===== src/rcl_regs.svh =====
`ifndef RCL_REGS_SVH
`define RCL_REGS_SVH

// ======================================================================
// Register offsets (command codes)
`define RCL_OFS_PROTECT     8'hD0
`define RCL_OFS_MONCFG      8'hD1
`define RCL_OFS_PHASE       8'hD2
`define RCL_OFS_PHASE_DUP   8'hD3

// ======================================================================
// Reset values, write mask and unmapped read value
`define RCL_RST_PROTECT     8'h00
`define RCL_RST_MONCFG      8'h07
`define RCL_RST_PHASE       8'h52
`define RCL_MONCFG_MASK     8'hCF
`define RCL_READ_UNMAPPED   8'h00

// ======================================================================
// Field positions
`define RCL_BIT_LOCK        0
`define RCL_BIT_CLEAR       1
`define RCL_PSI_HI          7
`define RCL_PSI_LO          6
`define RCL_BIT_BUS_TO      3
`define RCL_BIT_FAULT_EN    2
`define RCL_BIT_ALERT_EN    1
`define RCL_BIT_MON_EN      0
`define RCL_PH_HI           6
`define RCL_PH_LO           4
`define RCL_BIT_VSRC        3
`define RCL_BIT_LOOP        2

// ======================================================================
// Encodings and counts
`define RCL_PSI_ONE_A       2'h0
`define RCL_PSI_TWO         2'h1
`define RCL_PSI_THREE       2'h2
`define RCL_PH_CODE_MAX     3'h5
`define RCL_PHASES_MAX      3'h6
`define RCL_PHASES_ONE      3'h1
`define RCL_PHASES_TWO      3'h2
`define RCL_PHASES_THREE    3'h3
`define RCL_LAST_BIT        3'h7

// ======================================================================
// Timing
`define RCL_CLK_HZ          20000000
`define RCL_BUS_TIMEOUT_MS  35
`define RCL_TIMEOUT_CYC     (`RCL_BUS_TIMEOUT_MS * (`RCL_CLK_HZ / 1000))
`define RCL_CONV_PERIOD_CYC 2000

`endif


===== src/rcl_pkg.sv =====
`default_nettype none

package rcl_pkg;

   // Gray coded along the write path, read path branches off the tail.
   typedef enum logic [3:0] {
      RCL_IDLE      = 4'h0,
      RCL_ADDR      = 4'h1,
      RCL_ADDR_ACK  = 4'h3,
      RCL_CMD       = 4'h2,
      RCL_CMD_ACK   = 4'h6,
      RCL_WDATA     = 4'h7,
      RCL_WDATA_ACK = 4'h5,
      RCL_RDATA     = 4'h4,
      RCL_RDATA_ACK = 4'hC
   } rcl_state_t;

endpackage

`default_nettype wire


===== src/rcl_timeout_if.sv =====
`timescale 1ns/1ps
`default_nettype none

interface rcl_timeout_if;
   logic run;
   logic kick;
   logic expired;

   modport ctrl  (output run, output kick, input expired);
   modport timer (input run, input kick, output expired);
endinterface

`default_nettype wire


===== src/rcl_config_bank.sv =====
`timescale 1ns/1ps
`default_nettype none
`include "rcl_regs.svh"

module rcl_config_bank #(
   parameter logic [6:0]  DEV_ADDR        = 7'h20,
   parameter int unsigned TIMEOUT_CYC     = `RCL_TIMEOUT_CYC,
   parameter int unsigned CONV_PERIOD_CYC = `RCL_CONV_PERIOD_CYC
) (
   input  wire logic       mclk,
   input  wire logic       reset_n,
   input  wire logic       scl_in,
   input  wire logic       sda_in,
   output var  logic       sda_out,
   output var  logic       sda_oe_n,
   input  wire logic       power_saving_indicator,
   input  wire logic [7:0] vid_pins,
   input  wire logic [7:0] output_voltage_command,
   input  wire logic       fault_event,
   input  wire logic       alert_event,
   output var  logic       fault_n,
   output var  logic       alert_out,
   output var  logic       alert_oe_n,
   output var  logic [2:0] active_phases,
   output var  logic [7:0] vout_target,
   output var  logic       monitor_enable,
   output var  logic       adc_convert_start,
   output var  logic       loop_test_enable,
   output var  logic       bus_timeout_enable,
   output var  logic       write_locked,
   output var  logic       soft_clear
);

   // ===================================================================
   // Pin synchronisers and bus conditions
   logic [1:0] bus_s;
   logic [7:0] vid_s;
   logic       psi_s;
   logic       scl_d;
   logic       sda_d;

   rcl_sync #(.W(2)) u_sync_bus (
      .mclk    (mclk),
      .reset_n (reset_n),
      .d_async ({scl_in, sda_in}),
      .q       (bus_s)
   );

   rcl_sync #(.W(9)) u_sync_pins (
      .mclk    (mclk),
      .reset_n (reset_n),
      .d_async ({power_saving_indicator, vid_pins}),
      .q       ({psi_s, vid_s})
   );

   wire logic scl_s     = bus_s[1];
   wire logic sda_s     = bus_s[0];
   wire logic scl_rise  = scl_s && !scl_d;
   wire logic scl_fall  = !scl_s && scl_d;
   wire logic start_c   = scl_s && scl_d && sda_d && !sda_s;
   wire logic stop_c    = scl_s && scl_d && !sda_d && sda_s;

   // ===================================================================
   // Register state
   logic       lock;
   logic [7:0] cfg_mon;
   logic [7:0] cfg_phase;
   logic [7:0] cfg_dup;
   logic       next_lock;
   logic [7:0] next_cfg_mon;
   logic [7:0] next_cfg_phase;
   logic [7:0] next_cfg_dup;
   logic       next_soft_clear;

   // ===================================================================
   // Serial slave state
   rcl_pkg::rcl_state_t state;
   rcl_pkg::rcl_state_t next_state;
   logic [2:0] bit_cnt;
   logic [2:0] next_bit_cnt;
   logic [7:0] shreg;
   logic [7:0] next_shreg;
   logic [7:0] cmd;
   logic [7:0] next_cmd;
   logic [7:0] wdata;
   logic [7:0] next_wdata;
   logic       byte_full;
   logic       next_byte_full;
   logic       is_read;
   logic       next_is_read;
   logic       wr_stb;
   logic       next_wr_stb;
   logic       next_sda_oe_n;

   rcl_timeout_if tmo ();

   rcl_bus_timeout #(.TIMEOUT_CYC(TIMEOUT_CYC)) u_timeout (
      .mclk    (mclk),
      .reset_n (reset_n),
      .tif     (tmo.timer)
   );

   assign tmo.run  = cfg_mon[`RCL_BIT_BUS_TO] && (state != rcl_pkg::RCL_IDLE);
   assign tmo.kick = (scl_s ^ scl_d) || (sda_s ^ sda_d);

   function automatic logic [7:0] read_mux(input logic [7:0] code, input logic lk,
                                           input logic [7:0] mon, input logic [7:0] ph,
                                           input logic [7:0] dup);
      logic [7:0] r;
      r = `RCL_READ_UNMAPPED;
      case (code)
         `RCL_OFS_PROTECT:   r = {7'h00, lk};
         `RCL_OFS_MONCFG:    r = mon;
         `RCL_OFS_PHASE:     r = ph;
         `RCL_OFS_PHASE_DUP: r = dup;
         default:            r = `RCL_READ_UNMAPPED;
      endcase
      return r;
   endfunction

   wire logic [7:0] rd_byte = read_mux(cmd, lock, cfg_mon, cfg_phase, cfg_dup);

   always_comb begin
      next_state     = state;
      next_bit_cnt   = bit_cnt;
      next_shreg     = shreg;
      next_cmd       = cmd;
      next_wdata     = wdata;
      next_byte_full = byte_full;
      next_is_read   = is_read;
      next_wr_stb    = 1'b0;
      next_sda_oe_n  = sda_oe_n;
      if (tmo.expired) begin
         next_state    = rcl_pkg::RCL_IDLE;
         next_sda_oe_n = 1'b1;
      end else if (start_c) begin
         next_state     = rcl_pkg::RCL_ADDR;
         next_bit_cnt   = 3'h0;
         next_byte_full = 1'b0;
         next_sda_oe_n  = 1'b1;
      end else if (stop_c) begin
         next_state    = rcl_pkg::RCL_IDLE;
         next_sda_oe_n = 1'b1;
      end else begin
         case (state)
            rcl_pkg::RCL_ADDR, rcl_pkg::RCL_CMD, rcl_pkg::RCL_WDATA: begin
               if (scl_rise) begin
                  next_shreg     = {shreg[6:0], sda_s};
                  next_bit_cnt   = bit_cnt + 3'h1;
                  next_byte_full = (bit_cnt == `RCL_LAST_BIT);
               end else if (scl_fall && byte_full) begin
                  next_byte_full = 1'b0;
                  next_sda_oe_n  = 1'b0;
                  if (state == rcl_pkg::RCL_ADDR) begin
                     next_is_read = shreg[0];
                     if (shreg[7:1] == DEV_ADDR) begin
                        next_state = rcl_pkg::RCL_ADDR_ACK;
                     end else begin
                        next_state    = rcl_pkg::RCL_IDLE;
                        next_sda_oe_n = 1'b1;
                     end
                  end else if (state == rcl_pkg::RCL_CMD) begin
                     next_cmd   = shreg;
                     next_state = rcl_pkg::RCL_CMD_ACK;
                  end else begin
                     // Locked writes still get an acknowledge here.
                     next_wdata  = shreg;
                     next_wr_stb = 1'b1;
                     next_state  = rcl_pkg::RCL_WDATA_ACK;
                  end
               end
            end
            rcl_pkg::RCL_ADDR_ACK, rcl_pkg::RCL_CMD_ACK, rcl_pkg::RCL_WDATA_ACK: begin
               if (scl_fall) begin
                  next_bit_cnt  = 3'h0;
                  next_sda_oe_n = 1'b1;
                  if (state == rcl_pkg::RCL_ADDR_ACK && is_read) begin
                     next_shreg    = rd_byte;
                     next_sda_oe_n = rd_byte[7];
                     next_state    = rcl_pkg::RCL_RDATA;
                  end else if (state == rcl_pkg::RCL_ADDR_ACK) begin
                     next_state = rcl_pkg::RCL_CMD;
                  end else begin
                     next_state = rcl_pkg::RCL_WDATA;
                  end
               end
            end
            rcl_pkg::RCL_RDATA: begin
               if (scl_rise) begin
                  next_bit_cnt   = bit_cnt + 3'h1;
                  next_byte_full = (bit_cnt == `RCL_LAST_BIT);
               end else if (scl_fall && byte_full) begin
                  next_byte_full = 1'b0;
                  next_sda_oe_n  = 1'b1;
                  next_state     = rcl_pkg::RCL_RDATA_ACK;
               end else if (scl_fall) begin
                  next_shreg    = {shreg[6:0], 1'b0};
                  next_sda_oe_n = shreg[6];
               end
            end
            rcl_pkg::RCL_RDATA_ACK: begin
               if (scl_rise && sda_s) begin
                  next_state = rcl_pkg::RCL_IDLE;
               end else if (scl_rise) begin
                  next_byte_full = 1'b1;
               end else if (scl_fall && byte_full) begin
                  next_byte_full = 1'b0;
                  next_bit_cnt   = 3'h0;
                  next_shreg     = rd_byte;
                  next_sda_oe_n  = rd_byte[7];
                  next_state     = rcl_pkg::RCL_RDATA;
               end
            end
            default: begin
               next_state = rcl_pkg::RCL_IDLE;
            end
         endcase
      end
   end

   always_ff @(posedge mclk or negedge reset_n) begin
      if (!reset_n) begin
         state     <= rcl_pkg::RCL_IDLE;
         bit_cnt   <= 3'h0;
         shreg     <= 8'h00;
         cmd       <= 8'h00;
         wdata     <= 8'h00;
         byte_full <= 1'b0;
         is_read   <= 1'b0;
         wr_stb    <= 1'b0;
         sda_oe_n  <= 1'b1;
         scl_d     <= 1'b1;
         sda_d     <= 1'b1;
      end else begin
         state     <= next_state;
         bit_cnt   <= next_bit_cnt;
         shreg     <= next_shreg;
         cmd       <= next_cmd;
         wdata     <= next_wdata;
         byte_full <= next_byte_full;
         is_read   <= next_is_read;
         wr_stb    <= next_wr_stb;
         sda_oe_n  <= next_sda_oe_n;
         scl_d     <= scl_s;
         sda_d     <= sda_s;
      end
   end

   assign sda_out = 1'b0;

   // ===================================================================
   // Register bank
   // The lock has no clearing path at all; only the power-on reset frees it.
   always_comb begin
      next_lock       = lock;
      next_cfg_mon    = cfg_mon;
      next_cfg_phase  = cfg_phase;
      next_cfg_dup    = cfg_dup;
      next_soft_clear = 1'b0;
      if (wr_stb
          && !lock) begin
         case (cmd)
            `RCL_OFS_PROTECT: begin
               if (wdata[`RCL_BIT_CLEAR]) begin
                  next_cfg_mon    = `RCL_RST_MONCFG;
                  next_cfg_phase  = `RCL_RST_PHASE;
                  next_cfg_dup    = `RCL_RST_PHASE;
                  next_soft_clear = 1'b1;
               end
               next_lock = wdata[`RCL_BIT_LOCK];
            end
            `RCL_OFS_MONCFG:    next_cfg_mon   = wdata & `RCL_MONCFG_MASK;
            `RCL_OFS_PHASE:     next_cfg_phase = wdata;
            `RCL_OFS_PHASE_DUP: next_cfg_dup   = wdata;
            default:            next_lock      = lock;
         endcase
      end
   end

   always_ff @(posedge mclk or negedge reset_n) begin
      if (!reset_n) begin
         lock       <= 1'(`RCL_RST_PROTECT);
         cfg_mon    <= `RCL_RST_MONCFG;
         cfg_phase  <= `RCL_RST_PHASE;
         cfg_dup    <= `RCL_RST_PHASE;
         soft_clear <= 1'b0;
      end else begin
         lock       <= next_lock;
         cfg_mon    <= next_cfg_mon;
         cfg_phase  <= next_cfg_phase;
         cfg_dup    <= next_cfg_dup;
         soft_clear <= next_soft_clear;
      end
   end

   // ===================================================================
   // Configuration outputs
   function automatic logic [2:0] psi_phases(input logic [1:0] code);
      logic [2:0] n;
      case (code)
         `RCL_PSI_TWO:   n = `RCL_PHASES_TWO;
         `RCL_PSI_THREE: n = `RCL_PHASES_THREE;
         default:        n = `RCL_PHASES_ONE;
      endcase
      return n;
   endfunction

   function automatic logic [2:0] run_phases(input logic [2:0] code);
      return (code > `RCL_PH_CODE_MAX) ? `RCL_PHASES_MAX : code + 3'h1;
   endfunction

   logic [15:0] conv_cnt;
   logic [15:0] next_conv_cnt;
   logic        next_conv;
   logic [2:0]  next_phases;
   logic [7:0]  next_vout;

   always_comb begin
      next_phases = psi_s ? psi_phases(cfg_mon[`RCL_PSI_HI:`RCL_PSI_LO])
                          : run_phases(cfg_phase[`RCL_PH_HI:`RCL_PH_LO]);
      next_vout   = cfg_phase[`RCL_BIT_VSRC] ? output_voltage_command : vid_s;
      next_conv     = 1'b0;
      next_conv_cnt = 16'h0;
      if (cfg_mon[`RCL_BIT_MON_EN]) begin
         if (conv_cnt == 16'(CONV_PERIOD_CYC - 1)) begin
            next_conv = 1'b1;
         end else begin
            next_conv_cnt = conv_cnt + 16'h1;
         end
      end
   end

   always_ff @(posedge mclk or negedge reset_n) begin
      if (!reset_n) begin
         conv_cnt           <= 16'h0;
         adc_convert_start  <= 1'b0;
         active_phases      <= `RCL_PHASES_ONE;
         vout_target        <= 8'h00;
         fault_n            <= 1'b1;
         alert_oe_n         <= 1'b1;
         monitor_enable     <= 1'b0;
         loop_test_enable   <= 1'b0;
         bus_timeout_enable <= 1'b0;
         write_locked       <= 1'b0;
      end else begin
         conv_cnt           <= next_conv_cnt;
         adc_convert_start  <= next_conv;
         active_phases      <= next_phases;
         vout_target        <= next_vout;
         fault_n            <= !(fault_event && cfg_mon[`RCL_BIT_FAULT_EN]);
         alert_oe_n         <= !(alert_event && cfg_mon[`RCL_BIT_ALERT_EN]);
         monitor_enable     <= cfg_mon[`RCL_BIT_MON_EN];
         loop_test_enable   <= cfg_phase[`RCL_BIT_LOOP] && cfg_dup[`RCL_BIT_LOOP];
         bus_timeout_enable <= cfg_mon[`RCL_BIT_BUS_TO];
         write_locked       <= lock;
      end
   end

   assign alert_out = 1'b0;

   wire logic wr_prot = wr_stb && (cmd == `RCL_OFS_PROTECT);
endmodule

`default_nettype wire


===== src/rcl_sync.sv =====
`timescale 1ns/1ps
`default_nettype none

module rcl_sync #(
   parameter int W = 1
) (
   input  wire logic         mclk,
   input  wire logic         reset_n,
   input  wire logic [W-1:0] d_async,
   output var  logic [W-1:0] q
);

   logic [W-1:0] stage1;

   always_ff @(posedge mclk or negedge reset_n) begin
      if (!reset_n) begin
         stage1 <= '1;
         q      <= '1;
      end else begin
         stage1 <= d_async;
         q      <= stage1;
      end
   end

endmodule

`default_nettype wire


===== src/rcl_bus_timeout.sv =====
`timescale 1ns/1ps
`default_nettype none
`include "rcl_regs.svh"

module rcl_bus_timeout #(
   parameter int unsigned TIMEOUT_CYC = `RCL_TIMEOUT_CYC
) (
   input  wire logic    mclk,
   input  wire logic    reset_n,
   rcl_timeout_if.timer tif
);

   logic [31:0] cnt;
   logic [31:0] next_cnt;

   // The counter saturates so a stuck bus gives a steady expiry level.
   always_comb begin
      next_cnt = cnt;
      if (!tif.run || tif.kick) begin
         next_cnt = 32'h0;
      end else if (cnt != TIMEOUT_CYC) begin
         next_cnt = cnt + 32'h1;
      end
   end

   always_ff @(posedge mclk or negedge reset_n) begin
      if (!reset_n) begin
         cnt <= 32'h0;
      end else begin
         cnt <= next_cnt;
      end
   end

   assign tif.expired = tif.run && !tif.kick && (cnt == TIMEOUT_CYC);

endmodule

`default_nettype wire


===== config.mk =====
export PLATFORM = sky130hd
export DESIGN_NAME = rcl_config_bank
export DESIGN_NICKNAME = d
export VERILOG_FILES = /design/src/rcl_pkg.sv /design/src/rcl_timeout_if.sv /design/src/rcl_config_bank.sv /design/src/rcl_sync.sv /design/src/rcl_bus_timeout.sv
export VERILOG_INCLUDE_DIRS = /design/src
export SDC_FILE = /design/constraint.sdc
export NUM_CORES = 1
export LEC_CHECK = 0
export BUFFER_PORTS_ARGS = -buffer_cell sky130_fd_sc_hd__buf_4
export CORE_ASPECT_RATIO = 1.1
export CORE_UTILIZATION = 33
export DETAILED_ROUTE_END_ITERATION = 8
export HOLD_SLACK_MARGIN = 0.03
export PLACE_DENSITY = 0.51
export SYNTH_ARGS = -nofsm -noshare
export SYNTH_HDL_FRONTEND = slang
export SYNTH_HIERARCHICAL = 1
export SYNTH_SLANG_ARGS = --single-unit

===== constraint.sdc =====
create_clock -name mclk -period 6.2 [get_ports mclk]
set_clock_uncertainty 0.2 [all_clocks]
set_input_delay 1.24 -clock mclk [delete_from_list [all_inputs] [get_ports mclk]]
set_output_delay 1.24 -clock mclk [all_outputs]
set_load 0.02 [all_outputs]

==> metrics.cfg <==
[finish]
layout_common_cells = dfrtp_1, nor2_1, buf_4
drive_gt1_share_pct = 24.1
nets = 721
antennaDiodeCount = 0
fillers = 2063
areaGrowthSynthToFinish_pct = 15.8
final_common_cell = dfrtp_1

[routing]
vias_per_cell = 5.24
drt_iter0_drc = 275
wl_per_cell_um = 16.0
vias = 5196
ant_nets = 0
route.detailed.drc = 0
drtPass1Iterations = 5
postRouteWirelength_mm = 15.9

[floorplanning]
rows = 56
die_w_um = 143
die_area_um2 = 22500
start_util_pct = 33.8
io_pins = 45
die_h_um = 157
coreArea_um2 = 21400

[placed_design]
io_buffer_count = 42
place.gp.congestion = 0.853
dpl.hpwl_mm = 10.7
pre_cts_ws_ns = 2.99

[grt]
grt_start_max_net_pins = 103
grt_antenna_before_repair = 0
grtUsageTotal_pct = 15.5
grt_pass1_vias = 5319
overflow = 0
grt_pass1_wl_mm = 27.0

[logic_synthesis]
syn_area_per_cell_um2 = 11.0
yosysWarnings = 6
syn_inst = 658
ys_seq_elements = 149
synthDistinctLibCells = 74
yosysSeqAreaShare_pct = 52.3
yosys_most_used_dff = dfrtp_1
async_flop_share_pct = 100
syn_area_um2 = 7220
synth_edf_count = 0

[sta]
hold_viol = 0
grt_setup_unrepaired = no
finalCriticalPeriod_ns = 3.22
slew_headroom_pct = 30.4
setup_slack_ns = 2.98
fmax_mhz = 310
fin_tns_setup_ns = 0
slew_violations = 0
worstMarginPinSlew_ns = 1.04
setup_violations = 0
fin_crit_sh_pct = 52.0

[worst_hold_path]
hold_path.class = flip-flop to flip-flop

[worst_setup_path]
worstSetupEndpointType = flip-flop
path_class = flip-flop to flip-flop
arrival_ns = 3.32
path_max_fanout = 19
r2r_slack_ns = 2.98
worstSetupStartpointType = flip-flop
required_ns = 6.30

[clock_network]
path_clk_slew_ns = 0.08
cts-resized-gates = 0
cts_buffers = 17
ctsHoldBuffers = 0
numClockSinks = 149
cts_tree = yes
cts_buffer_depth = 2
clock_latency_ns = 0.42
h-tree-depth = 4
post_cts_buffers = 0
root_buffer = clkbuf_16

[run_status]
status = finished clean

[pwr]
p_leak_uw = 0.00344
cellPowerDensity_nw_per_um2 = 263
vdd_drop_max_v = 0.000167

[run]
drv_cap = 0

-- metrics by stage --
stage / cells / power (µW) / area, µm² / hold slack [ns] / utilization [%]
5_1_grt: 991 / 2280 / 8360 / 0.152 / 39.1
6_report: 991 / 2200 / 8360 / 0.149 / 39.1
3_5_place_dp: 959 / 1140 / 7730 / 0.147 / 36.2
3_3_place_gp: 959 / 1140 / 7730 / 0.146 / 36.2
4_1_cts: 991 / 2240 / 8360 / 0.149 / 39.1
2_1_floorplan: 659 / 1080 / 7230 / 0.145 / -
-- synthesized netlist by cell type, types with 17 or more instances --
cell / number / share of area, %
xor2_1: 22 / 2.7
a21oi_1: 38 / 2.6
inv_1: 23 / 1.2
nand4_1: 17 / 1.5
o21ai_0: 25 / 1.7
mux2i_1: 18 / 2.5
nand2_1: 41 / 2.1
dfstp_2: 37 / 13
nand3_1: 29 / 2.0
mux2_2: 36 / 5.6
nor2_1: 45 / 2.3
dfrtp_1: 112 / 39
-- registers in the layout (all words and copies together) (netlist names), 2 cells and up --
signal,cells
shreg,8
cfg_mon,6
wdata,8
cfg_phase,8
cmd,8
conv_cnt,16
active_phases,3
vout_target,8
u_sync_bus/stage1,2
u_sync_pins/q,9
bit_cnt,3
u_sync_bus/q,2
u_timeout/cnt,32
state,4
cfg_dup,8
u_sync_pins/stage1,9
-- power by group --
group	internal, µW	total, µW	switching [µW]
Combinational	39.5	91.3	51.8
Sequential	1000	1030	26.2
Clock	589	1080	486
-- final timing paths --
kind | cells after the start | end | startpoint
max | 8 | shreg[5] | state[0]
min | 0 | u_sync_pins/q[2] | u_sync_pins/stage1[2]
max reg2reg | 8 | shreg[5] | state[0]
min reg2reg | 0 | u_sync_pins/q[2] | u_sync_pins/stage1[2]
max in group asynchronous | 2 | wdata[0] | reset_n
min in group asynchronous | 1 | u_timeout/cnt[21] | reset_n
-- logic make-up (layout without fill, tap and decap cells) --
kind of cell / Yosys count / in the layout / share of synthesized area, %
simple gates: 231 / 231 / 18.6
flops: 149 / 149 / 52.3
compound gates: 127 / 127 / 11.6
buf+inv: 58 / 100 / 4.00
mux: 55 / 55 / 8.42
xor+xnor: 27 / 27 / 3.27
fa+ha+maj: 10 / 10 / 1.73
other cells: 1 / 2 / 0.0519
-- critical path: stages (launching register included) --
cell,delay [ns]
dfrtp_1,0.57
nor2_1,0.51
a21boi_0,0.21
nand2b_1,0.15
nor3_1,0.10
a21oi_1,0.30
nand3_1,0.21
nor3_4,0.44
mux2_2,0.39
-- cell type report --
cell class              count  area (µm²)  area share, %
clock buffers              17         425           5.09
clock inverters            15         209           2.50
inverters                  23        86.3           1.03
multi-input cells         452        3160           37.8
flip-flops and latches    149        3770           45.1
well taps                 290         363           4.34
repair buffers             45         342           4.08
-- per-layer routing --
layer | vias to the layer above | global-route usage [%] | share of wire [%]
li1 | 2470 | - | -
met1 | 2595 | 19.5 | 46
met2 | 112 | 25.9 | 49
met3 | 19 | 2.65 | 3.4
met4 | 0 | 6.81 | 1.5
met5 | - | 0 | 0
(Power assumes the default switching activity.)
